## config.mk

```make
export PLATFORM = sky130hd
export DESIGN_NAME = ptd_core
export DESIGN_NICKNAME = d
export VERILOG_FILES = /design/src/pkg/ptd_pkg.sv /design/src/verilog/ptd_core.sv
export SDC_FILE = /design/constraint.sdc
export NUM_CORES = 1
export LEC_CHECK = 0
export BUFFER_PORTS_ARGS = -buffer_cell sky130_fd_sc_hd__buf_4
export CAP_MARGIN = 20
export CORE_ASPECT_RATIO = 0.8
export CORE_MARGIN = 2
export CORE_UTILIZATION = 57
export CTS_BUF_LIST = sky130_fd_sc_hd__clkbuf_16
export DETAILED_ROUTE_END_ITERATION = 10
export PLACE_DENSITY_LB_ADDON = 0.12
export SYNTH_ARGS = -nofsm -noshare
export SYNTH_HDL_FRONTEND = slang
export SYNTH_SLANG_ARGS = --single-unit
```

## constraint.sdc

```tcl
create_clock -name clk_sys -period 3.6 [get_ports clk_sys]
set_input_delay 0.18 -clock clk_sys [delete_from_list [all_inputs] [get_ports clk_sys]]
set_output_delay 0.18 -clock clk_sys [all_outputs]
set_load 0.01 [all_outputs]
```

## src/pkg/ptd_pkg.sv

```systemverilog
// Package: constants, types and encodings for the pipeline timing and decode block
`default_nettype none
package ptd_pkg;
	localparam int PTD_CNT_W = 8;
	typedef logic [PTD_CNT_W-1:0] ptd_cnt_t;

	// Loader cycle figures
	localparam logic [1:0] PTD_LD_FIELD_CYC = 2'h1;
	localparam logic [1:0] PTD_LD_ODD_DW_EXTRA = 2'h1;
	localparam logic [1:0] PTD_LD_DFP_CYC = 2'h2;

	// Address unit cycle figures
	localparam ptd_cnt_t PTD_AU_BASE_CYC = 8'h02;
	localparam ptd_cnt_t PTD_AU_NONPIPE_CYC = 8'h03;
	localparam ptd_cnt_t PTD_AU_QUAD_MEM_CYC = 8'h02;
	localparam ptd_cnt_t PTD_AU_DUAL_MEM_CYC = 8'h02;
	localparam ptd_cnt_t PTD_AU_MEMREL_CYC = 8'h03;
	localparam ptd_cnt_t PTD_AU_EXT_CYC = 8'h08;
	localparam ptd_cnt_t PTD_AU_SCALED_CYC = 8'h02;

	// Interlock stall figures
	localparam ptd_cnt_t PTD_BASE_STALL_N1 = 8'h03;
	localparam ptd_cnt_t PTD_BASE_STALL_N2 = 8'h01;
	localparam ptd_cnt_t PTD_IDX_STALL_N1 = 8'h01;
	localparam ptd_cnt_t PTD_WIDE_SRC_STALL = 8'h02;

	// Memory-management format operation codes
	localparam logic [3:0] PTD_READ_VALIDATE_OP = 4'h0;
	localparam logic [3:0] PTD_WRITE_VALIDATE_OP = 4'h1;
	localparam logic [3:0] PTD_LOAD_MGMT_REG_OP = 4'h2;
	localparam logic [3:0] PTD_STORE_MGMT_REG_OP = 4'h3;
	localparam logic [3:0] PTD_CACHE_INVALIDATE_OP = 4'h9;

	// Custom-slave sub-formats and sub-format zero codes
	localparam logic [2:0] PTD_CUST_SUB0 = 3'h0;
	localparam logic [2:0] PTD_CUST_SUB_BAD2 = 3'h2;
	localparam logic [2:0] PTD_CUST_SUB_BAD3 = 3'h3;
	localparam logic [2:0] PTD_CUST_SUB_BAD4 = 3'h4;
	localparam logic [2:0] PTD_CUST_SUB_BAD6 = 3'h6;
	localparam logic [3:0] PTD_LOAD_CUSTOM_REG_OP = 4'h2;
	localparam logic [3:0] PTD_STORE_CUSTOM_REG_OP = 4'h3;

	typedef enum logic [1:0] {PTD_FMT_OTHER = 2'h0, PTD_FMT_MMU = 2'h1, PTD_FMT_CUSTOM = 2'h2} ptd_fmt_t;

	typedef enum logic [2:0] {
		PTD_MODE_NONE = 3'h0, PTD_MODE_REG = 3'h1, PTD_MODE_IMM = 3'h2, PTD_MODE_MEM = 3'h3,
		PTD_MODE_MEMREL = 3'h4, PTD_MODE_EXT = 3'h5, PTD_MODE_TOS = 3'h6
	} ptd_mode_t;

	// Gray codes along idle, run, done; the wait state hangs off idle
	typedef enum logic [1:0] {PTD_AU_IDLE = 2'h0, PTD_AU_WAIT_EU = 2'h2, PTD_AU_RUN = 2'h1, PTD_AU_DONE = 2'h3} ptd_au_st_t;

	typedef struct packed {
		ptd_fmt_t fmt;
		logic [2:0] sub;
		logic [3:0] op;
	} ptd_dec_t;

	typedef struct packed {
		logic dword;
		logic odd_addr;
		logic dfp_imm;
		logic last;
	} ptd_fld_t;

	// Width codes: 00 byte, 01 word, 11 double word
	typedef struct packed {
		logic serialize;
		logic nonpipe;
		logic [1:0] quad_mem;
		ptd_mode_t gen1;
		logic gen1_scaled;
		ptd_mode_t gen2;
		logic gen2_scaled;
		logic [3:0] listed_extra;
		logic base_use;
		logic [3:0] base_reg;
		logic idx_use;
		logic [3:0] idx_reg;
		logic src_use;
		logic [3:0] src_reg;
		logic [1:0] src_width;
		logic dst_use;
		logic [3:0] dst_reg;
		logic [1:0] dst_width;
		logic dst_by_tos;
		ptd_cnt_t exe_cycles;
	} ptd_instr_t;

	typedef struct packed {
		logic vld;
		logic [3:0] rnum;
		logic [1:0] width;
		logic by_tos;
		logic ser;
	} ptd_wr_t;

	localparam ptd_wr_t PTD_WR_RESET = '0;
endpackage
`default_nettype wire

```

## src/verilog/ptd_core.sv

```systemverilog
// Pipeline timing, interlock and undefined-instruction decode for the four-stage pipeline
`default_nettype none
module ptd_core (
	input wire logic clk_sys,
	input wire logic arst_n,
	input wire logic dec_valid,
	input wire ptd_pkg::ptd_dec_t dec_in,
	input wire logic fld_valid,
	input wire ptd_pkg::ptd_fld_t fld_in,
	output logic fld_ready,
	input wire logic au_valid,
	input wire ptd_pkg::ptd_instr_t au_in,
	output logic au_ready,
	output logic undefined_instruction_trap,
	output logic pipe_advance,
	output logic eu_busy,
	output logic au_stalling
);
	import ptd_pkg::*;

	typedef struct packed {
		logic [1:0] ld_cnt;
		logic ld_prev_odd_dw;
		logic trap;
		ptd_au_st_t au_st;
		ptd_instr_t au_ins;
		ptd_cnt_t au_cnt;
		ptd_cnt_t stall;
		logic eu_vld;
		logic eu_ser;
		ptd_cnt_t eu_cnt;
		ptd_wr_t h1;
		ptd_wr_t h2;
		logic adv;
	} ptd_state_t;

	ptd_state_t s_r;
	ptd_state_t s_nxt;

	////////////////////////////////////////////////////////////////////////////
	// Decode helpers

	function automatic logic ptd_undef(input ptd_dec_t d);
		logic bad;
		bad = 1'b0;
		case (d.fmt)
			PTD_FMT_MMU: begin
				bad = !(d.op == PTD_READ_VALIDATE_OP || d.op == PTD_WRITE_VALIDATE_OP ||
					d.op == PTD_LOAD_MGMT_REG_OP || d.op == PTD_STORE_MGMT_REG_OP ||
					d.op == PTD_CACHE_INVALIDATE_OP);
			end
			PTD_FMT_CUSTOM: begin
				if (d.sub == PTD_CUST_SUB_BAD2 || d.sub == PTD_CUST_SUB_BAD3 ||
					d.sub == PTD_CUST_SUB_BAD4 || d.sub == PTD_CUST_SUB_BAD6) begin
					bad = 1'b1;
				end else if (d.sub == PTD_CUST_SUB0) begin
					bad = !(d.op == PTD_LOAD_CUSTOM_REG_OP || d.op == PTD_STORE_CUSTOM_REG_OP);
				end
			end
			default: bad = 1'b0;
		endcase
		return bad;
	endfunction

	function automatic logic ptd_is_mem(input ptd_mode_t m);
		return m == PTD_MODE_MEM || m == PTD_MODE_MEMREL || m == PTD_MODE_EXT || m == PTD_MODE_TOS;
	endfunction

	function automatic ptd_cnt_t ptd_mode_extra(input ptd_mode_t m, input logic scaled);
		ptd_cnt_t c;
		c = '0;
		case (m)
			PTD_MODE_MEMREL: c = PTD_AU_MEMREL_CYC;
			PTD_MODE_EXT: c = PTD_AU_EXT_CYC;
			default: c = '0;
		endcase
		if (scaled) begin
			c = c + PTD_AU_SCALED_CYC;
		end
		return c;
	endfunction

	// Writers that cannot interlock: no write, implicit stack move, or a serializing writer
	function automatic logic ptd_wr_hits(input ptd_wr_t w, input logic use_r, input logic [3:0] rn);
		return w.vld && use_r && !w.by_tos && !w.ser && w.rnum == rn;
	endfunction

	////////////////////////////////////////////////////////////////////////////
	// Combinational terms

	logic [1:0] ld_cyc;
	logic ld_odd_dw;
	logic fld_take;
	ptd_cnt_t au_time;
	ptd_cnt_t stall_calc;
	logic adv_c;
	logic au_load;
	ptd_wr_t w1;
	ptd_wr_t w2;
	ptd_wr_t au_wr;
	logic base_hit1;
	logic base_hit2;
	logic idx_hit1;
	logic src_hit1;

	always_comb begin
		ld_odd_dw = fld_in.dword && fld_in.odd_addr;
		ld_cyc = fld_in.dfp_imm ? PTD_LD_DFP_CYC : PTD_LD_FIELD_CYC;
		if (ld_odd_dw && s_r.ld_prev_odd_dw && !fld_in.dfp_imm) begin
			ld_cyc = ld_cyc + PTD_LD_ODD_DW_EXTRA;
		end
	end

	assign fld_ready = (s_r.ld_cnt == 2'h0);
	assign fld_take = fld_valid && fld_ready;

	always_comb begin
		au_time = PTD_AU_BASE_CYC + PTD_CNT_W'(au_in.listed_extra);
		if (au_in.nonpipe) begin
			au_time = au_time + PTD_AU_NONPIPE_CYC +
				PTD_CNT_W'(au_in.quad_mem) * PTD_AU_QUAD_MEM_CYC;
		end
		if (au_in.gen2 != PTD_MODE_NONE && ptd_is_mem(au_in.gen1) && ptd_is_mem(au_in.gen2)) begin
			au_time = au_time + PTD_AU_DUAL_MEM_CYC;
		end
		au_time = au_time + ptd_mode_extra(au_in.gen1, au_in.gen1_scaled) +
			ptd_mode_extra(au_in.gen2, au_in.gen2_scaled);
	end

	// Advance needs both the address unit result and a free execution unit
	assign adv_c = (s_r.au_st == PTD_AU_DONE) && (s_r.eu_cnt == '0);
	assign au_ready = (s_r.au_st == PTD_AU_IDLE) || adv_c;
	assign au_load = au_valid && au_ready;

	always_comb begin
		au_wr.vld = s_r.au_ins.dst_use;
		au_wr.rnum = s_r.au_ins.dst_reg;
		au_wr.width = s_r.au_ins.dst_width;
		au_wr.by_tos = s_r.au_ins.dst_by_tos;
		au_wr.ser = s_r.au_ins.serialize;
		// On an advance the instruction leaving the address unit becomes the nearest writer
		w1 = adv_c ? au_wr : s_r.h1;
		w2 = adv_c ? s_r.h1 : s_r.h2;
		base_hit1 = ptd_wr_hits(w1, au_in.base_use, au_in.base_reg);
		base_hit2 = ptd_wr_hits(w2, au_in.base_use, au_in.base_reg);
		idx_hit1 = ptd_wr_hits(w1, au_in.idx_use, au_in.idx_reg);
		// Bypass covers equal or narrower sources; a wider read must wait for the full register
		src_hit1 = ptd_wr_hits(w1, au_in.src_use, au_in.src_reg) && (au_in.src_width > w1.width);
		stall_calc = '0;
		if (base_hit1) begin
			stall_calc = PTD_BASE_STALL_N1;
		end else if (src_hit1) begin
			stall_calc = PTD_WIDE_SRC_STALL;
		end else begin
			// Stalls do not add up: the longer of the two applies
			if (base_hit2) begin
				stall_calc = PTD_BASE_STALL_N2;
			end
			if (idx_hit1 && PTD_IDX_STALL_N1 > stall_calc) begin
				stall_calc = PTD_IDX_STALL_N1;
			end
		end
	end

	////////////////////////////////////////////////////////////////////////////
	// Next state

	always_comb begin
		s_nxt = s_r;
		s_nxt.adv = adv_c;
		s_nxt.trap = dec_valid && ptd_undef(dec_in);

		if (s_r.ld_cnt != 2'h0) begin
			s_nxt.ld_cnt = s_r.ld_cnt - 2'h1;
		end
		if (fld_take) begin
			s_nxt.ld_cnt = ld_cyc - 2'h1;
			s_nxt.ld_prev_odd_dw = ld_odd_dw && !fld_in.last;
		end

		if (s_r.eu_cnt != '0) begin
			s_nxt.eu_cnt = s_r.eu_cnt - 8'h01;
		end

		case (s_r.au_st)
			PTD_AU_WAIT_EU: begin
				if (s_r.eu_cnt == '0) begin
					s_nxt.au_st = PTD_AU_RUN;
				end
			end
			PTD_AU_RUN: begin
				// Stall is spent before the processing time so that the two add up
				if (s_r.stall != '0) begin
					s_nxt.stall = s_r.stall - 8'h01;
				end else if (s_r.au_cnt != '0) begin
					s_nxt.au_cnt = s_r.au_cnt - 8'h01;
				end
				if ((s_r.stall == '0 && s_r.au_cnt <= 8'h01) || (s_r.stall == 8'h01 && s_r.au_cnt == '0)) begin
					s_nxt.au_st = PTD_AU_DONE;
				end
			end
			PTD_AU_DONE: begin
				if (adv_c) begin
					s_nxt.au_st = PTD_AU_IDLE;
				end
			end
			default: s_nxt.au_st = s_r.au_st;
		endcase

		if (adv_c) begin
			s_nxt.eu_vld = 1'b1;
			s_nxt.eu_ser = s_r.au_ins.serialize;
			s_nxt.eu_cnt = s_r.au_ins.exe_cycles;
			s_nxt.h1 = au_wr;
			s_nxt.h2 = s_r.h1;
		end else if (s_r.eu_cnt == 8'h01 || s_r.eu_cnt == '0) begin
			s_nxt.eu_vld = 1'b0;
		end

		if (au_load) begin
			s_nxt.au_ins = au_in;
			s_nxt.au_cnt = au_time;
			s_nxt.stall = stall_calc;
			// A serializing instruction in, or entering, the execution unit holds the address unit
			if ((adv_c && s_r.au_ins.serialize && s_r.au_ins.exe_cycles != '0) ||
				(!adv_c && s_r.eu_ser && s_r.eu_cnt != '0)) begin
				s_nxt.au_st = PTD_AU_WAIT_EU;
			end else begin
				s_nxt.au_st = PTD_AU_RUN;
			end
		end
		if (s_nxt.eu_cnt == '0 && !adv_c) begin
			s_nxt.eu_ser = 1'b0;
		end
	end

	always_ff @(posedge clk_sys or negedge arst_n) begin
		if (!arst_n) begin
			s_r <= '{ld_cnt: 2'h0, ld_prev_odd_dw: 1'b0, trap: 1'b0, au_st: PTD_AU_IDLE, au_ins: '0,
				au_cnt: '0, stall: '0, eu_vld: 1'b0, eu_ser: 1'b0, eu_cnt: '0,
				h1: PTD_WR_RESET, h2: PTD_WR_RESET, adv: 1'b0};
		end else begin
			s_r <= s_nxt;
		end
	end

	assign undefined_instruction_trap = s_r.trap;
	assign pipe_advance = s_r.adv;
	assign eu_busy = s_r.eu_vld;
	assign au_stalling = (s_r.au_st == PTD_AU_RUN) && (s_r.stall != '0);
endmodule
`default_nettype wire
```

==> metrics.txt <==
most frequent CP cell ha_4; CP top delay family adder cells; power per cell area 659.6 mW/mm^2; Die Height between 80 and 90 um; post-DR wirelength/cell between 10 and 15 um; Post-DRT Antenna Nets 0; ys flop type dfrtp_1; fin util 73.17%; Post-Route WL approximately 9600 um; Cell variety after synth 66; r2r setup slk 0.76 ns; #FFs+latches synth 66; reg2reg end s_r[30]$_DFFE_PN0P_; final setup vio count 0; Worst-Skew Late Latency 0.32 ns; Area after DPL 0.004995 mm^2; IO Port Bufs 72; Pre-antenna DRT Iters 4; Critical Path End Type flop; CP bufs+invs 2; initial DRC count 148; Hold Crit Depth 2; Post-synth EDFFs 0; period utilisation layout 96.23%; Vias/cell 5.562; DIE WIDTH 100.7 um; final instance area approximately 0.0054 mm^2; Post-CTS Repair Setup Buffers 0; CTS tree done; first-pass GRT wire length 16,000 um; Synthesis Warnings 0; # fillers 566; VDD IR max 0.3900 mV; nets@finish ~650; All-Layer GR Usage 25.19%; Post-Syn Area per Cell 9.215 um^2; fraction of layout instances using a drive strength above 1 a little under a quarter; WP data required 3.80 ns; worst path cell trace buf_4 > ha_4 > ha_4 > fa_1 > mux2_4 > ha_4 > mux2i_2 > fa_1 > inv_2 > ha_1 > a21o_1 > a21oi_2 > nor2b_2 > nor2_2 > nor2_1 > a311oi_1 > nand2_1; Min-Delay Endpoint s_r[97]$_DFFE_PN0P_; post-synth net total 560; synthesis-to-layout area growth 25.57%; Root Driver clkbuf_16; row count 28; TritonCTS Buffers 9; max incr delay on CP between 0.5 and 0.6 ns; H-tree lvl count 3; synthesized area 0.004267 mm^2; Core Area ~0.0073 mm^2; Fmax achieved around 290 MHz; sequential element share of the synthesized area between 30% and 40%; vias in the first global route 3,425; pin count of the biggest net entering global routing 67; CTS Sinks 66; Hold Startpoint fld_in[0]; RR Startpoint s_r[19]$_DFF_PN0_; kind of critical path in2reg; reg2reg path depth 11; worst relative slew slack 44.25%; Cells after Synth 463; routability cong. 0.8403; initial antenna violation count 0; status finished, final reports clean; worst-path fanout max 4; Max Root-Sink Buffers 2; Clock Skew 0.005484 ns; final hold violation count 0; Tightest Pin Transition between 0.8 and 0.9 ns; initial core utilization 58.27%; IO Pins 73; CTS clk-pin slew, worst paths 0.05 ns; fraction of registers with async set/reset 100.0%; Slew Viols, Final 0; via count around 3,600; minimum clock period 3.464 ns; Startpoint Class input pin; number of diodes 0; Worst Hold Class in2reg; dpl hpwl 7163 um; slowest CP cell fa_1; static leakage 2.579 nW; die area 0.008198 mm^2; DRC errors left 0; gr ovfl total 0; Max Cap Violations 0; Worst Path Arrival 3.67 ns
## layout by cell type, fill, tap and decap left out, types with 7 or more instances in the layout
master     Yosys  layout
inv_1         29      30
o21ai_0        9       9
a21oi_1       21      19
nand3_1        7       7
clkbuf_16      0       9
nor3_1        13      13
buf_4          0      84
nand2_1      110     110
ha_1          24      20
dfrtp_1       66      66
xor2_1        13      13
nor2_1        22      21
xnor2_1       22      22
## synthesized netlist by cell type, types with 4 or more instances
library cell	instances	area, um^2
a21o_1	6	45.04
a21oi_1	21	105.1
and2_1	4	25.02
clkbuf_1	8	30.03
dfrtp_1	66	1652
fa_1	6	120.1
ha_1	24	300.3
inv_1	29	108.9
mux2_2	5	56.30
mux2i_1	4	40.04
nand2_1	110	412.9
nand3_1	7	35.03
nor2_1	22	82.58
nor2b_1	4	25.02
nor3_1	13	65.06
nor3b_1	6	45.04
nor4_1	5	31.28
o21ai_0	9	45.04
o21ai_1	6	30.03
or4_1	5	37.54
xnor2_1	22	192.7
xor2_1	13	113.9
## what timing repair did
action / in CTS / in global routing
hold buffers: 1 / 0
hold endpoints to repair: 45 / 0
resized for setup: 0 / 7
setup endpoints to repair: 0 / 2
## metrics by stage
step / power (W) / setup TNS [ns] / hold WS, ns / cells / setup WS [ns]
final: 0.003534 / 0 / 0.03143 / 644 / 0.1359
after global routing: 0.003805 / -0.001116 / 0.03047 / 644 / -0.001116
after CTS: 0.003528 / 0 / 0.02686 / 643 / 0.02651
after detailed placement: 0.002671 / -0.6019 / 0.3304 / 626 / -0.3152
after global placement: 0.002592 / -0.2592 / 0.3302 / 626 / -0.1801
after floorplan: 0.002265 / 0 / -0.1156 / 463 / 0.06629
## flip-flops by register name (all words and copies together) (netlist names)
signal	count
s_r	54
au_wr	9
eu_busy	1
pipe_advance	1
undefined_instruction_trap	1
## worst max path at each step
stage / startpoint / end / slack (ns) / cells past startpoint
after floorplan: au_in[45] / s_r[43]$_DFFE_PN0P_ / 0.07 / 18
after global placement: au_in[34] / s_r[43]$_DFFE_PN0P_ / -0.18 / 18
after detailed placement: au_in[34] / s_r[43]$_DFFE_PN0P_ / -0.32 / 17
after CTS: au_in[34] / s_r[43]$_DFFE_PN0P_ / 0.03 / 17
after global routing: au_in[34] / s_r[43]$_DFFE_PN0P_ / -0.001 / 17
final: au_in[34] / s_r[43]$_DFFE_PN0P_ / 0.14 / 17
## area by class of cell
cell class | instances | area (um^2) | area share, %
Clock inverter | 7 | 62.56 | 1.168
Sequential cell | 66 | 1652 | 30.83
Clock buffer | 9 | 225.2 | 4.204
Inverter | 30 | 117.6 | 2.195
Multi-Input combinational cell | 356 | 2520 | 47.03
Timing Repair Buffer | 86 | 668.1 | 12.47
Tap cell | 90 | 112.6 | 2.102
## metal layers
metal | global-route usage, % | vias up | wire length, um
met2 | 42.00 | 82 | 4780
met3 | 5.594 | 6 | 434
li1 | - | 1762 | -
met1 | 33.78 | 1732 | 4356
met4 | 6.027 | 0 | 65
met5 | 0 | - | 0
## where the power goes
group          switching [W]  internal, W  total, W
sequential          0.000295      0.00104   0.00133
clock               0.000312     0.000528  0.000840
combinational       0.000704     0.000658   0.00136
total                0.00131      0.00222   0.00353
## cells by family after synthesis
logic type               share of synthesized area, %
AO/OA/AOI/OAI                                   11.29
XOR/XNOR                                        8.094
adder cells (fa/ha/maj)                         9.854
buffers and inverters                           3.959
flip-flops                                      38.71
multiplexers                                    3.665
AND/OR/NAND/NOR                                 24.43
Power figures use the tool's default switching activity.
